### src/design/pct_pkg.sv
// Purpose: Shared constants and types of the prescaled compare timer.
// Assumes: 32-bit APB data, one register per aligned word.
// Notes: Every offset, field position, reset value and code lives here.
package pct_pkg;

  // ----------------------------------------------------------------
  // Register map (byte addresses)
  // ----------------------------------------------------------------
  localparam logic [7:0] OFS_CONTROL = 8'h00;
  localparam logic [7:0] OFS_COMPARE = 8'h04;
  localparam logic [7:0] OFS_MATCH_FLAG = 8'h08;
  localparam logic [7:0] OFS_SNAPSHOT = 8'h0C;
  localparam logic [7:0] OFS_IRQ_STATUS = 8'h10;
  localparam logic [7:0] OFS_IRQ_ENABLE = 8'h14;
  localparam logic [7:0] OFS_IRQ_CLEAR = 8'h18;

  // ----------------------------------------------------------------
  // Control register fields
  // ----------------------------------------------------------------
  localparam int CTL_RUN_BIT = 30;
  localparam int CTL_IRQEN_BIT = 29;
  localparam int CTL_MODE_HI = 28;
  localparam int CTL_MODE_LO = 27;
  localparam int CTL_CLEAR_BIT = 26;
  localparam int CTL_ACTIVE_BIT = 25;
  localparam int CTL_SNAPEN_BIT = 16;
  localparam int CTL_PRESCALE_HI = 7;
  localparam int CTL_PRESCALE_LO = 0;
  localparam int FLAG_BIT = 0;
  localparam int COUNT_WIDTH = 24;
  localparam int PRESCALE_WIDTH = 8;

  // ----------------------------------------------------------------
  // Reset values
  // ----------------------------------------------------------------
  localparam logic [31:0] CTL_RESET = 32'h0000_0005;
  localparam logic [31:0] COMPARE_RESET = 32'h0000_0000;
  localparam logic [31:0] IRQ_ENABLE_RESET = 32'h0000_0001;
  localparam logic [31:0] ZERO_WORD = 32'h0000_0000;
  localparam logic [23:0] COUNT_ZERO = 24'h00_0000;
  localparam logic [23:0] COUNT_ONE = 24'h00_0001;
  localparam logic [7:0] PRESCALE_ZERO = 8'h00;
  localparam logic [7:0] PRESCALE_ONE = 8'h01;

  // ----------------------------------------------------------------
  // Operating modes
  // ----------------------------------------------------------------
  typedef enum logic [1:0] {
    MODE_ONE_SHOT = 2'h0,
    MODE_PERIODIC = 2'h1,
    MODE_RESERVED = 2'h2,
    MODE_CONTINUOUS = 2'h3
  } pct_mode_type;

  // Bus handshake states, Gray along idle to acknowledge
  typedef enum logic [1:0] {
    APB_IDLE = 2'h0,
    APB_ACK = 2'h1
  } pct_apb_state_type;

  // Place a 24-bit quantity in the low bits of a bus word
  function automatic logic [31:0] word24(input logic [23:0] value);
    word24 = {8'h00, value};
  endfunction : word24

endpackage : pct_pkg

### src/design/pct_timer.sv
// Purpose: One channel of a prescaled 24-bit compare timer with APB registers.
// Assumes: Timer input clock is mclk itself; paddr carries the channel offset only.
// Notes: Match interrupt is a level, one cycle behind the flag it mirrors.
//
// The APB register port is this design's own decision.
`timescale 1ns/1ps
`default_nettype none

// Operation
// [RULE1] Active status bit mirrors counter running
// [RULE2] Snapshot follows counter while snapshot enabled
// [RULE3] Prescaler divides timer clock by value+1
// [RULE4] Enabled match with irq enable requests interrupt; the code also needs the mask bit irqMask_q set
// [RULE5] Timeout equals clock times prescale+1 times compare
// [RULE6] Software never programs compare as zero/one
// [RULE7] Compare write restarts count from zero
// [RULE8] Hardware sets match flag on compare match
// [RULE9] Writing one clears flag, zero ignored
// [RULE10] Data register returns snapshot in low bits
// [RULE11] Compare held as 24 bits, match target
// [RULE12] Run enable starts, suspends, resumes counting
// [RULE13] Mode selects one-shot, periodic or continuous
// [RULE14] Counter clear resets prescaler, counter, run
// [RULE15] Interrupt output needs irq enable bit
// [RULE16] Reserved bits read zero, writes ignored
module pct_timer (
  // Clock and reset
  input wire logic mclk,
  input wire logic rst_n,
  // APB
  input wire logic psel,
  input wire logic penable,
  input wire logic pwrite,
  input wire logic [7:0] paddr,
  input wire logic [31:0] pwdata,
  output logic [31:0] prdata,
  output logic pready,
  output logic pslverr,
  // Interrupt
  output logic timerIrq
);

  // ----------------------------------------------------------------
  // Reset release
  // ----------------------------------------------------------------
  logic [1:0] rstPipe_q;
  logic rstSyncN;

  // Two stages so release never lands mid-edge on the register file
  always_ff @(posedge mclk or negedge rst_n) begin
    if (!rst_n) begin
      rstPipe_q <= 2'b00;
    end else begin
      rstPipe_q <= {rstPipe_q[0], 1'b1};
    end
  end

  assign rstSyncN = rstPipe_q[1];

  // ----------------------------------------------------------------
  // Bus front end
  // ----------------------------------------------------------------
  logic [7:0] regAddr;
  logic [31:0] regWriteData;
  logic regWrite;
  logic [31:0] regReadData;
  logic regHit;

  pct_apb_slave u_apb (
    .mclk(mclk),
    .rstSyncN(rstSyncN),
    .psel(psel),
    .penable(penable),
    .pwrite(pwrite),
    .paddr(paddr),
    .pwdata(pwdata),
    .prdata(prdata),
    .pready(pready),
    .pslverr(pslverr),
    .regReadData(regReadData),
    .regHit(regHit),
    .regAddr(regAddr),
    .regWriteData(regWriteData),
    .regWrite(regWrite)
  );

  // Write strobes per register
  logic wrControl;
  logic wrCompare;
  logic wrFlag;
  logic wrIrqEnable;
  logic wrIrqClear;

  assign wrControl = regWrite && (regAddr == pct_pkg::OFS_CONTROL);
  assign wrCompare = regWrite && (regAddr == pct_pkg::OFS_COMPARE);
  assign wrFlag = regWrite && (regAddr == pct_pkg::OFS_MATCH_FLAG);
  assign wrIrqEnable = regWrite && (regAddr == pct_pkg::OFS_IRQ_ENABLE);
  assign wrIrqClear = regWrite && (regAddr == pct_pkg::OFS_IRQ_CLEAR);

  // ----------------------------------------------------------------
  // Control fields
  // ----------------------------------------------------------------
  logic counterRunEnable_q;
  logic irqEnable_q;
  logic [1:0] operatingModeSelect_q;
  logic snapshotUpdateEnable_q;
  logic [7:0] prescaleValue_q;
  logic counterClear;
  logic matchEvent;
  logic oneShotStop;

  // Counter clear is a write-one action, never stored
  assign counterClear = wrControl && regWriteData[pct_pkg::CTL_CLEAR_BIT]; // [RULE14]

  // One-shot drops the run bit on its own match
  assign oneShotStop = matchEvent &&
    (operatingModeSelect_q == pct_pkg::MODE_ONE_SHOT); // [RULE13]

  // Run enable: hardware stop and clear outrank a software write
  always_ff @(posedge mclk or negedge rstSyncN) begin
    if (!rstSyncN) begin
      counterRunEnable_q <= pct_pkg::CTL_RESET[pct_pkg::CTL_RUN_BIT];
    end else if (counterClear || oneShotStop) begin
      counterRunEnable_q <= 1'b0; // [RULE14]
    end else if (wrControl) begin
      counterRunEnable_q <= regWriteData[pct_pkg::CTL_RUN_BIT]; // [RULE12]
    end
  end

  // Remaining control fields; reserved bits have no storage
  always_ff @(posedge mclk or negedge rstSyncN) begin
    if (!rstSyncN) begin
      irqEnable_q <= pct_pkg::CTL_RESET[pct_pkg::CTL_IRQEN_BIT];
      operatingModeSelect_q <= pct_pkg::CTL_RESET[pct_pkg::CTL_MODE_HI:pct_pkg::CTL_MODE_LO];
      snapshotUpdateEnable_q <= pct_pkg::CTL_RESET[pct_pkg::CTL_SNAPEN_BIT];
      prescaleValue_q <= pct_pkg::CTL_RESET[pct_pkg::CTL_PRESCALE_HI:pct_pkg::CTL_PRESCALE_LO];
    end else if (wrControl) begin
      irqEnable_q <= regWriteData[pct_pkg::CTL_IRQEN_BIT];
      operatingModeSelect_q <= regWriteData[pct_pkg::CTL_MODE_HI:pct_pkg::CTL_MODE_LO];
      snapshotUpdateEnable_q <= regWriteData[pct_pkg::CTL_SNAPEN_BIT];
      prescaleValue_q <= regWriteData[pct_pkg::CTL_PRESCALE_HI:pct_pkg::CTL_PRESCALE_LO];
    end
  end

  // ----------------------------------------------------------------
  // Compare value
  // ----------------------------------------------------------------
  logic [23:0] compareValue_q;

  // Only the low 24 bits are kept; upper write bits are dropped
  always_ff @(posedge mclk or negedge rstSyncN) begin
    if (!rstSyncN) begin
      compareValue_q <= pct_pkg::COMPARE_RESET[pct_pkg::COUNT_WIDTH-1:0];
    end else if (wrCompare) begin
      compareValue_q <= regWriteData[pct_pkg::COUNT_WIDTH-1:0]; // [RULE11]
    end
  end

  // ----------------------------------------------------------------
  // Prescaler
  // ----------------------------------------------------------------
  logic [7:0] prescaleCount_q;
  logic countTick;

  // Tick once every prescale+1 clocks; a value of zero ticks every clock
  assign countTick = counterRunEnable_q && (prescaleCount_q == prescaleValue_q); // [RULE3]

  // Restarting here on a compare write keeps the first period full length
  always_ff @(posedge mclk or negedge rstSyncN) begin
    if (!rstSyncN) begin
      prescaleCount_q <= pct_pkg::PRESCALE_ZERO;
    end else if (counterClear || wrCompare) begin
      prescaleCount_q <= pct_pkg::PRESCALE_ZERO; // [RULE14] [RULE7]
    end else if (countTick) begin
      prescaleCount_q <= pct_pkg::PRESCALE_ZERO; // [RULE3]
    end else if (counterRunEnable_q) begin
      prescaleCount_q <= prescaleCount_q + pct_pkg::PRESCALE_ONE; // [RULE3]
    end
  end

  // ----------------------------------------------------------------
  // Up-counter and match
  // ----------------------------------------------------------------
  logic [23:0] upCount_q;
  logic [23:0] upCountNext;
  logic continuousMode;

  assign upCountNext = upCount_q + pct_pkg::COUNT_ONE;
  assign continuousMode = (operatingModeSelect_q == pct_pkg::MODE_CONTINUOUS);

  // Match when the counter steps onto the compare value. Compare values of
  // zero or one are left to software to avoid; hardware takes no guard.
  assign matchEvent = countTick && (upCountNext == compareValue_q); // [RULE4] [RULE5] [RULE11] [RULE6]

  // Counter holds while stopped, so a re-enable resumes where it left off
  always_ff @(posedge mclk or negedge rstSyncN) begin
    if (!rstSyncN) begin
      upCount_q <= pct_pkg::COUNT_ZERO;
    end else if (counterClear || wrCompare) begin
      upCount_q <= pct_pkg::COUNT_ZERO; // [RULE14] [RULE7]
    end else if (matchEvent && !continuousMode) begin
      upCount_q <= pct_pkg::COUNT_ZERO; // [RULE5] [RULE13]
    end else if (countTick) begin
      upCount_q <= upCountNext; // [RULE12] [RULE13]
    end
  end

  // ----------------------------------------------------------------
  // Snapshot register
  // ----------------------------------------------------------------
  logic [23:0] countSnapshot_q;

  // Follows the counter each cycle; freezes the last value when disabled
  always_ff @(posedge mclk or negedge rstSyncN) begin
    if (!rstSyncN) begin
      countSnapshot_q <= pct_pkg::COUNT_ZERO;
    end else if (snapshotUpdateEnable_q) begin
      countSnapshot_q <= upCount_q; // [RULE2]
    end
  end

  // ----------------------------------------------------------------
  // Match flag and interrupt
  // ----------------------------------------------------------------
  logic matchIrqFlag_q;
  logic irqMask_q;
  logic flagClear;
  logic timerIrq_q;

  // Either clear path takes a one in bit zero
  assign flagClear = (wrFlag || wrIrqClear) && regWriteData[pct_pkg::FLAG_BIT]; // [RULE9]

  // A match in the clearing cycle wins, so no event is lost
  always_ff @(posedge mclk or negedge rstSyncN) begin
    if (!rstSyncN) begin
      matchIrqFlag_q <= 1'b0;
    end else if (matchEvent) begin
      matchIrqFlag_q <= 1'b1; // [RULE8]
    end else if (flagClear) begin
      matchIrqFlag_q <= 1'b0; // [RULE9]
    end
  end

  // Extra mask lets software gate the line without touching control
  always_ff @(posedge mclk or negedge rstSyncN) begin
    if (!rstSyncN) begin
      irqMask_q <= pct_pkg::IRQ_ENABLE_RESET[pct_pkg::FLAG_BIT];
    end else if (wrIrqEnable) begin
      irqMask_q <= regWriteData[pct_pkg::FLAG_BIT];
    end
  end

  // Level output, registered so the pin never glitches
  always_ff @(posedge mclk or negedge rstSyncN) begin
    if (!rstSyncN) begin
      timerIrq_q <= 1'b0;
    end else begin
      timerIrq_q <= matchIrqFlag_q && irqEnable_q && irqMask_q; // [RULE4] [RULE15]
    end
  end

  assign timerIrq = timerIrq_q;

  // ----------------------------------------------------------------
  // Read mux
  // ----------------------------------------------------------------
  logic [31:0] controlWord;

  // Clear bit reads zero; active status is the live run state
  always_comb begin
    controlWord = pct_pkg::ZERO_WORD; // [RULE16]
    controlWord[pct_pkg::CTL_RUN_BIT] = counterRunEnable_q;
    controlWord[pct_pkg::CTL_IRQEN_BIT] = irqEnable_q;
    controlWord[pct_pkg::CTL_MODE_HI:pct_pkg::CTL_MODE_LO] = operatingModeSelect_q;
    controlWord[pct_pkg::CTL_ACTIVE_BIT] = counterRunEnable_q; // [RULE1]
    controlWord[pct_pkg::CTL_SNAPEN_BIT] = snapshotUpdateEnable_q;
    controlWord[pct_pkg::CTL_PRESCALE_HI:pct_pkg::CTL_PRESCALE_LO] = prescaleValue_q;
  end

  // Unmapped offsets report no hit and get an error answer
  always_comb begin
    regReadData = pct_pkg::ZERO_WORD;
    regHit = 1'b1;
    unique case (regAddr)
      pct_pkg::OFS_CONTROL: begin
        regReadData = controlWord;
      end
      pct_pkg::OFS_COMPARE: begin
        regReadData = pct_pkg::word24(compareValue_q); // [RULE16]
      end
      pct_pkg::OFS_MATCH_FLAG, pct_pkg::OFS_IRQ_STATUS: begin
        regReadData = pct_pkg::ZERO_WORD;
        regReadData[pct_pkg::FLAG_BIT] = matchIrqFlag_q; // [RULE16]
      end
      pct_pkg::OFS_SNAPSHOT: begin
        regReadData = pct_pkg::word24(countSnapshot_q); // [RULE10]
      end
      pct_pkg::OFS_IRQ_ENABLE: begin
        regReadData = pct_pkg::ZERO_WORD;
        regReadData[pct_pkg::FLAG_BIT] = irqMask_q;
      end
      pct_pkg::OFS_IRQ_CLEAR: begin
        regReadData = pct_pkg::ZERO_WORD;
      end
      default: begin
        regHit = 1'b0;
      end
    endcase
  end

endmodule : pct_timer
`default_nettype wire

### src/design/pct_apb_slave.sv
// Purpose: APB slave front end of the compare timer.
// Assumes: One wait state per transfer; reads have no side effects.
// Notes: Strobes fire at the edge where the master samples pready high.
`timescale 1ns/1ps
`default_nettype none
module pct_apb_slave (
  // Clock and reset
  input wire logic mclk,
  input wire logic rstSyncN,
  // APB
  input wire logic psel,
  input wire logic penable,
  input wire logic pwrite,
  input wire logic [7:0] paddr,
  input wire logic [31:0] pwdata,
  output logic [31:0] prdata,
  output logic pready,
  output logic pslverr,
  // Register side
  input wire logic [31:0] regReadData,
  input wire logic regHit,
  output logic [7:0] regAddr,
  output logic [31:0] regWriteData,
  output logic regWrite
);

  // ----------------------------------------------------------------
  // Handshake
  // ----------------------------------------------------------------
  pct_pkg::pct_apb_state_type state_q;
  logic accessStart;
  logic [31:0] prdata_q;
  logic pready_q;
  logic pslverr_q;

  // Access phase seen for the first time in idle
  assign accessStart = psel && penable && (state_q == pct_pkg::APB_IDLE);

  // Address and data pass straight through, held stable by the master
  assign regAddr = paddr;
  assign regWriteData = pwdata;
  // Write lands only on the completing edge
  assign regWrite = psel && penable && pwrite && pready_q && regHit;

  // One wait cycle, then acknowledge for exactly one cycle
  always_ff @(posedge mclk or negedge rstSyncN) begin
    if (!rstSyncN) begin
      state_q <= pct_pkg::APB_IDLE;
    end else begin
      unique case (state_q)
        pct_pkg::APB_IDLE: begin
          if (accessStart) begin
            state_q <= pct_pkg::APB_ACK;
          end
        end
        pct_pkg::APB_ACK: begin
          state_q <= pct_pkg::APB_IDLE;
        end
        default: begin
          state_q <= pct_pkg::APB_IDLE;
        end
      endcase
    end
  end

  // Response flops; read data is captured so it stands with pready
  always_ff @(posedge mclk or negedge rstSyncN) begin
    if (!rstSyncN) begin
      pready_q <= 1'b0;
      pslverr_q <= 1'b0;
      prdata_q <= pct_pkg::ZERO_WORD;
    end else begin
      pready_q <= accessStart;
      pslverr_q <= accessStart && !regHit;
      if (accessStart && !pwrite && regHit) begin
        prdata_q <= regReadData;
      end else begin
        prdata_q <= pct_pkg::ZERO_WORD;
      end
    end
  end

  assign prdata = prdata_q;
  assign pready = pready_q;
  assign pslverr = pslverr_q;

endmodule : pct_apb_slave
`default_nettype wire

### config.mk
export PLATFORM = sky130hd
export DESIGN_NAME = pct_timer
export DESIGN_NICKNAME = d
export VERILOG_FILES = /design/src/design/pct_pkg.sv /design/src/design/pct_timer.sv /design/src/design/pct_apb_slave.sv
export SDC_FILE = /design/constraint.sdc
export NUM_CORES = 1
export LEC_CHECK = 0
export BUFFER_PORTS_ARGS = -buffer_cell sky130_fd_sc_hd__buf_2
export CELL_PAD_IN_SITES_DETAIL_PLACEMENT = 1
export CELL_PAD_IN_SITES_GLOBAL_PLACEMENT = 1
export CORE_ASPECT_RATIO = 0.6
export CORE_MARGIN = 2
export CORE_UTILIZATION = 48
export CTS_BUF_LIST = sky130_fd_sc_hd__clkbuf_2
export CTS_CLUSTER_SIZE = 10
export DETAILED_ROUTE_END_ITERATION = 10
export PLACE_DENSITY_LB_ADDON = 0.1
export SLEW_MARGIN = 20
export SYNTH_ARGS = -nofsm -noshare
export SYNTH_HDL_FRONTEND = slang
export SYNTH_SLANG_ARGS = --single-unit
### constraint.sdc
create_clock -name mclk -period 9.36 [get_ports mclk]
set_input_delay 0.936 -clock mclk [delete_from_list [all_inputs] [get_ports mclk]]
set_output_delay 0.936 -clock mclk [all_outputs]
set_load 0.1 [all_outputs]
After elaboration in Yosys (flattened, before gate mapping). Cells that the tools add are included.

Input port bits: 45. Output and inout port bits: 35. Word-level logic and storage cells: 80. Bits in registers: 133.

Add/subtract/negate cells: 2. Mux-type cells: 15. Reduce and logical (&&, ||, !) cells: 36. Equal/unequal tests: 10.

Operator list (count): 31-bit one-hot mux with 5 select lines (1); 24-bit 2-to-1 mux (3); 31-bit 2-to-1 mux (1); 24-bit by 1-bit adder with 24-bit output (second input constant) (1); 24-bit equality test (1); 8-bit by 5-bit equality test with 1-bit output (second input constant) (3); 8-bit 2-to-1 mux (3); 1-bit logical AND (21); 8-bit by 4-bit equality test with 1-bit output (second input constant) (2); 8-bit by 1-bit adder with 8-bit output (second input constant) (1); 8-bit by 3-bit equality test with 1-bit output (second input constant) (1); 8-bit equality test (1); 8-bit zero test (1); 7-bit OR reduction (1); 3-bit nonzero test (2); 1-bit 2-to-1 mux (5); 2-bit zero test (2); 2-bit 2-to-1 mux (2); 2-bit nonzero test (2); 1-bit zero test (3); 1-bit logical OR (3); 2-bit equality test (second input constant) (1); 2-bit by 1-bit inequality test with 1-bit output (second input constant) (1); 2-bit OR reduction (1).

Depth between registers and ports, before layout.
Depth after elaboration: 9. Mapped depth: 12. Depth with buffers taken out: 9.

Modules after synthesis. From an unflattened synthesis, not the netlist that was laid out.

Cell total of the unflattened synthesis: 714. Area total of the unflattened synthesis: 7526.0 µm².

By module, submodules not included: pct_timer (seq. area each 2456.1 µm², cells each 557, area an instance 5769.3 µm², times used 1); pct_apb_slave (seq. area each 875.8 µm², cells each 157, area an instance 1756.7 µm², times used 1).

Worst setup path before layout. OpenSTA, ideal clock, no wires.

Kind: input port to flip-flop. From: in paddr[7]. To: reg compareValue_q[10]. Data arrival time: 2946 ps. Stages: 6. Required time: 9235 ps. Setup time: 125 ps. Buffers on the path: 1. Path slack: 6290 ps. Cell sequence: or4_1 -> nor2_1 -> nand2_1 -> nor4_2 -> buf_2 -> mux2_2.

Cells in the longest elaborated chain, start to end: 5. Elaborated cells between the ends (all ways): 11. Classes of those cells: eq/ne: 6; mux: 1; reduce/logical: 4.

Ends and longest elaborated chain: from (decl) (RTL line pct_timer.sv:34) `input wire logic [7:0] paddr,`; 8-bit by 3-bit equality test with 1-bit output (tied with other cells) (RTL line pct_timer.sv:95, pct_timer.sv:284); 7-bit OR reduction (no source line); 1-bit 2-to-1 mux (RTL line pct_timer.sv:284) `unique case (regAddr)`; 1-bit logical AND (RTL line pct_apb_slave.sv:43) `assign regWrite = psel && penable && pwrite && pready_q && regHit;`; 1-bit logical AND (*) (RTL line pct_timer.sv:95) `assign wrCompare = regWrite && (regAddr == pct_pkg::OFS_COMPARE);`; to (signal assigned) (RTL line pct_timer.sv:153) `compareValue_q <= pct_pkg::COMPARE_RESET[pct_pkg::COUNT_WIDTH-1:0];`; to (signal assigned) (RTL line pct_timer.sv:155) `compareValue_q <= regWriteData[pct_pkg::COUNT_WIDTH-1:0];`; to (decl) (RTL line pct_timer.sv:148) `logic [23:0] compareValue_q;`.

Mark *: on every way between the ends. The rest lies on a longest branch, timed or not. A chain may end at the register's enable or synchronous reset.

Final worst setup path.
From: reg upCount_q[0]. To: reg upCount_q[0].

Cells in the longest elaborated chain, start to end: 6. Elaborated cells between the ends (all ways): 8. Classes of those cells: add/sub: 1; eq/ne: 1; mux: 3; reduce/logical: 3.

Ends and longest elaborated chain: from (decl) (RTL line pct_timer.sv:184) `logic [23:0] upCount_q;`; from (signal assigned) (RTL line pct_timer.sv:198) `upCount_q <= pct_pkg::COUNT_ZERO;`; from (signal assigned) (RTL line pct_timer.sv:200) `upCount_q <= pct_pkg::COUNT_ZERO;`; from (signal assigned) (RTL line pct_timer.sv:202) `upCount_q <= pct_pkg::COUNT_ZERO;`; 24-bit by 1-bit adder with 24-bit output (*) (RTL line pct_timer.sv:188) `assign upCountNext = upCount_q + pct_pkg::COUNT_ONE;`; 24-bit equality test (RTL line pct_timer.sv:193) `assign matchEvent = countTick && (upCountNext == compareValue_q);`; 1-bit logical AND (RTL line pct_timer.sv:193); 1-bit logical AND (RTL line pct_timer.sv:201) `end else if (matchEvent && !continuousMode) begin`; 24-bit 2-to-1 mux (RTL line pct_timer.sv:201); 24-bit 2-to-1 mux (RTL line pct_timer.sv:199) `end else if (counterClear || wrCompare) begin`.

Mark *: on every way between the ends. The rest lies on a longest branch, timed or not. The select of a mux whose other input is x is not followed.

==> results.md <==
* Commonest non-fill, non-tap cell in the layout: dfrtp_1
* CP Cell Sequence: ha_1 -> nand3_2 -> or3_1 -> nor4_1 -> o22ai_1 -> nor4_2 -> a41oi_4 -> buf_8 -> and2_1 -> mux2_2
* Die ar. at roughly 14000 um2
* Synth-to-Final Area Change at 11.78%
* R2r endpoint: upCount_q[0]$_DFFE_PN0P_
* Hold Path Class: reg2reg
* Clock Tree Root: clkbuf_2
* FF-to-FF path depth at 10
* CORE AREA at 12970 um2
* Highest-count cells in the layout ignoring fill and taps: dfrtp_1 (124), buf_2 (73), nand2_1 (63), mux2_2 (48), nor2_1 (42)
* Drt wl/cell at roughly 20 um
* Resized cells post-CTS at 0
* Critical Path AT at roughly 4400 ps
* Fin Setup TNS at 0 ps
* DR vias/cell at 5.792
* Post-route DRC at 0
* Maximum VDD drop at 71.03 uV
* CP Max Fanout at 21
* Final HPWL DP at approximately 12000 um
* PwrDens at about 140 nW/um2
* TritonCTS clock tree: built
* Cell area after synthesis at 6435 um2
* Total power at 981.8 uW
* Final Wtd Congestion at around 0.86
* Ys async rst share at 100.0%
* Slew Limit Fails at 0
* Final WL at 17370 um
* #FFs+latches synth at about 130
* Internal at a little over 700 uW
* Area share of the leading cell type in the synthesized netlist at 49.00%
* Peak per-stage delay on the critical path at 540 ps
* Post-synthesis sequential area ratio at about half
* Num rows at 32
* Synthesized instance count at 610
* Reg2Reg Launch Point: upCount_q[0]$_DFFE_PN0P_
* Worst-Skew Late Latency at 690 ps
* Switch share at 26.43%
* F_max at 0.2656 GHz
* Synth warn at 0
* WS Path Type: reg2reg
* Largest area contributor in the netlist: dfrtp_1
* Worst-margin pin slew at 1126 ps
* CTS clk-pin slew, worst paths at approximately 200 ps
* Slowest stage cell, crit path: dfrtp_1
* Initial antenna violation count at 0
* Final #Nets at 716
* Worst min-delay path endpoint: rstPipe_q[1]$_DFF_PN0_
* Total gr overflow at 0
* Die Wd at 153.5 um
* ANT cells at 0
* Clock power share at 37.8%
* Htree depth at 4
* Synth area leaders: dfrtp_1 (49%), mux2_2 (8.4%), xnor2_1 (3.9%)
* Port-buffer cells at 73
* Post-route insts no fill at 852
* Psw at around 260 uW
* P_leak at 0.003337 uW
* Hold Vio Cnt, Final at 0
* Logic gate share of total power at 4.0%
* TritonCTS buffer count at 17
* FF-to-FF setup slack at 5600 ps
* Syn_area_per_cell at 10.55 um2
* Sink Count at ~130
* RSZ-0062 raised after global routing: no
* Vias at ~5000
* Startpoint Class: register
* Placed cell count at 818
* Initial DRT Pass Iterations at 5
* Sequential group share of total power at 58.2%
* Tmin final at 3765 ps
* WHS Path Cells at 0
* Maxcap violations at 0
* Fin crit share at 40.22%
* Initial core utilization at 49.60%
* Final hold slack at about 380 ps
* Critical path required time at just under 10000 ps
* CTS max path bufs at 2
* Post-synth EDFFs at 0
* Slew HR at between 20 and 25%
* Post-CTS Setup Inserts at 0
* Layout cells sized above 1 at 27.57%
* Tot GR Track Use at 25.12%
* Worst Skew at 27.23 ps
* Netlist cell types at between 50 and 60
* Final Setup Violations at 0
* Initial DRC Count at 349
* CP Capture Type: register
* Vias in the first global route at 5100
* Die height at 93.69 um
* Antenna Violating Nets Remaining at 0
* Hold_sp: rstPipe_q[0]$_DFF_PN0_
* I/O pin count at 80
* Outcome: complete, no violations
* Pin count of the biggest net entering global routing at 74
* First-pass GRT wire length at 27840 um
* Main flop type after synthesis: dfrtp_1
==> power groups by stage <==
| stage | Sequential (uW) | Clock [uW] | Combinational, uW |
|---|---|---|---|
| 2_1_floorplan | 587 | 0 | 16.4 |
| 6_report | 572 | 371 | 39.1 |
| 3_5_place_dp | 582 | 0 | 39.3 |
| 4_1_cts | 572 | 377 | 39.8 |
| 5_1_grt | 574 | 400 | 43.0 |
| 3_3_place_gp | 581 | 0 | 37.3 |
==> how the worst max path moves through the flow <==
| stage | from | to | slack, ps | depth (start not counted) |
|---|---|---|---|---|
| 2_1_floorplan | rstPipe_q[1]$_DFF_PN0_ | compareValue_q[0]$_DFFE_PN0P_ | 5510 | 0 |
| 6_report | upCount_q[0]$_DFFE_PN0P_ | upCount_q[0]$_DFFE_PN0P_ | 5600 | 10 |
| 3_3_place_gp | upCount_q[0]$_DFFE_PN0P_ | upCount_q[0]$_DFFE_PN0P_ | 5730 | 9 |
| 5_1_grt | upCount_q[0]$_DFFE_PN0P_ | upCount_q[0]$_DFFE_PN0P_ | 5390 | 10 |
| 4_1_cts | upCount_q[0]$_DFFE_PN0P_ | upCount_q[0]$_DFFE_PN0P_ | 5550 | 9 |
| 3_5_place_dp | upCount_q[0]$_DFFE_PN0P_ | upCount_q[0]$_DFFE_PN0P_ | 5580 | 9 |
==> cells in the mapped netlist, types with 8 or more instances <==
library cell	instances
inv_1	12
clkbuf_1	18
buf_2	16
a22oi_1	22
mux2i_1	15
nand4_1	14
xnor2_1	29
nand2_1	63
dfrtp_1	126
and3_1	8
mux2_2	48
nor2_1	43
xor2_1	18
nand3_1	30
a21oi_1	31
==> sequential cells by signal, summed over array words and instances, names as in the netlist <==
name	cells
upCount_q	24
operatingModeSelect_q	2
compareValue_q	24
u_apb.pready	1
timerIrq	1
u_apb.state_q	1
countSnapshot_q	24
prescaleCount_q	8
prescaleValue_q	8
snapshotUpdateEnable_q	1
u_apb.prdata	28
irqEnable_q	1
irqMask_q	1
matchIrqFlag_q	1
u_apb.pslverr	1
rstPipe_q	2
counterRunEnable_q	1
==> worst max-delay path, delay by kind of cell, from the launching register on <==
| kind | cells | cell delay (ps) |
|---|---|---|
| adder cells (fa/ha/maj) | 1 | 340 |
| buffers and inverters | 1 | 290 |
| multiplexers | 1 | 320 |
| AND/OR/NAND/NOR | 5 | 1650 |
| AO/OA/AOI/OAI | 2 | 530 |
| flip-flops | 1 | 540 |
==> logic make-up after synthesis <==
group                    count (synthesis)  synth area share, %
adder cells (fa/ha/maj)                  2               0.3888
AND/OR/NAND/NOR                        217                18.16
multiplexers                            65                11.08
XOR/XNOR                                47                6.397
buffers and inverters                   56                4.005
AO/OA/AOI/OAI                           92                9.625
flip-flops                             129                50.22
other                                    2               0.1167
==> metal layers <==
metal	up-vias	GRT usage, %	part of all wire, %
met5	-	0	0
met4	0	5.352	0.59
met3	12	5.673	5.3
met2	118	37.83	44
met1	2547	37.39	50
li1	2258	-	-
==> per-stage QoR <==
| step | utilization, % | setup WS (ps) | instance area, um2 |
|---|---|---|---|
| floorplan | - | 5505 | 6442 |
| global route | 55.45 | 5393 | 7193 |
| CTS | 55.32 | 5547 | 7177 |
| detailed placement | 53.30 | 5585 | 6914 |
| finish | 55.45 | 5595 | 7193 |
| global placement | 53.30 | 5729 | 6914 |
==> cell type report <==
type                       instances  area [um2]
sequential                       129        3237
timing repair buffer              82       442.9
clock buffer                      17       85.08
clock inverter                    15       167.7
inverter                          12       45.04
fill                            1457        5779
multi-input combinational        427        3003
tap                              170       212.7
==> what timing repair did <==
| action | 4_1_cts | 5_1_grt |
|---|---|---|
| hold buffers | 1 | 0 |
| hold endpoints to repair | 2 | 0 |
| setup endpoints to repair | 0 | 0 |
Note: power is estimated with default switching activity, not from simulation.
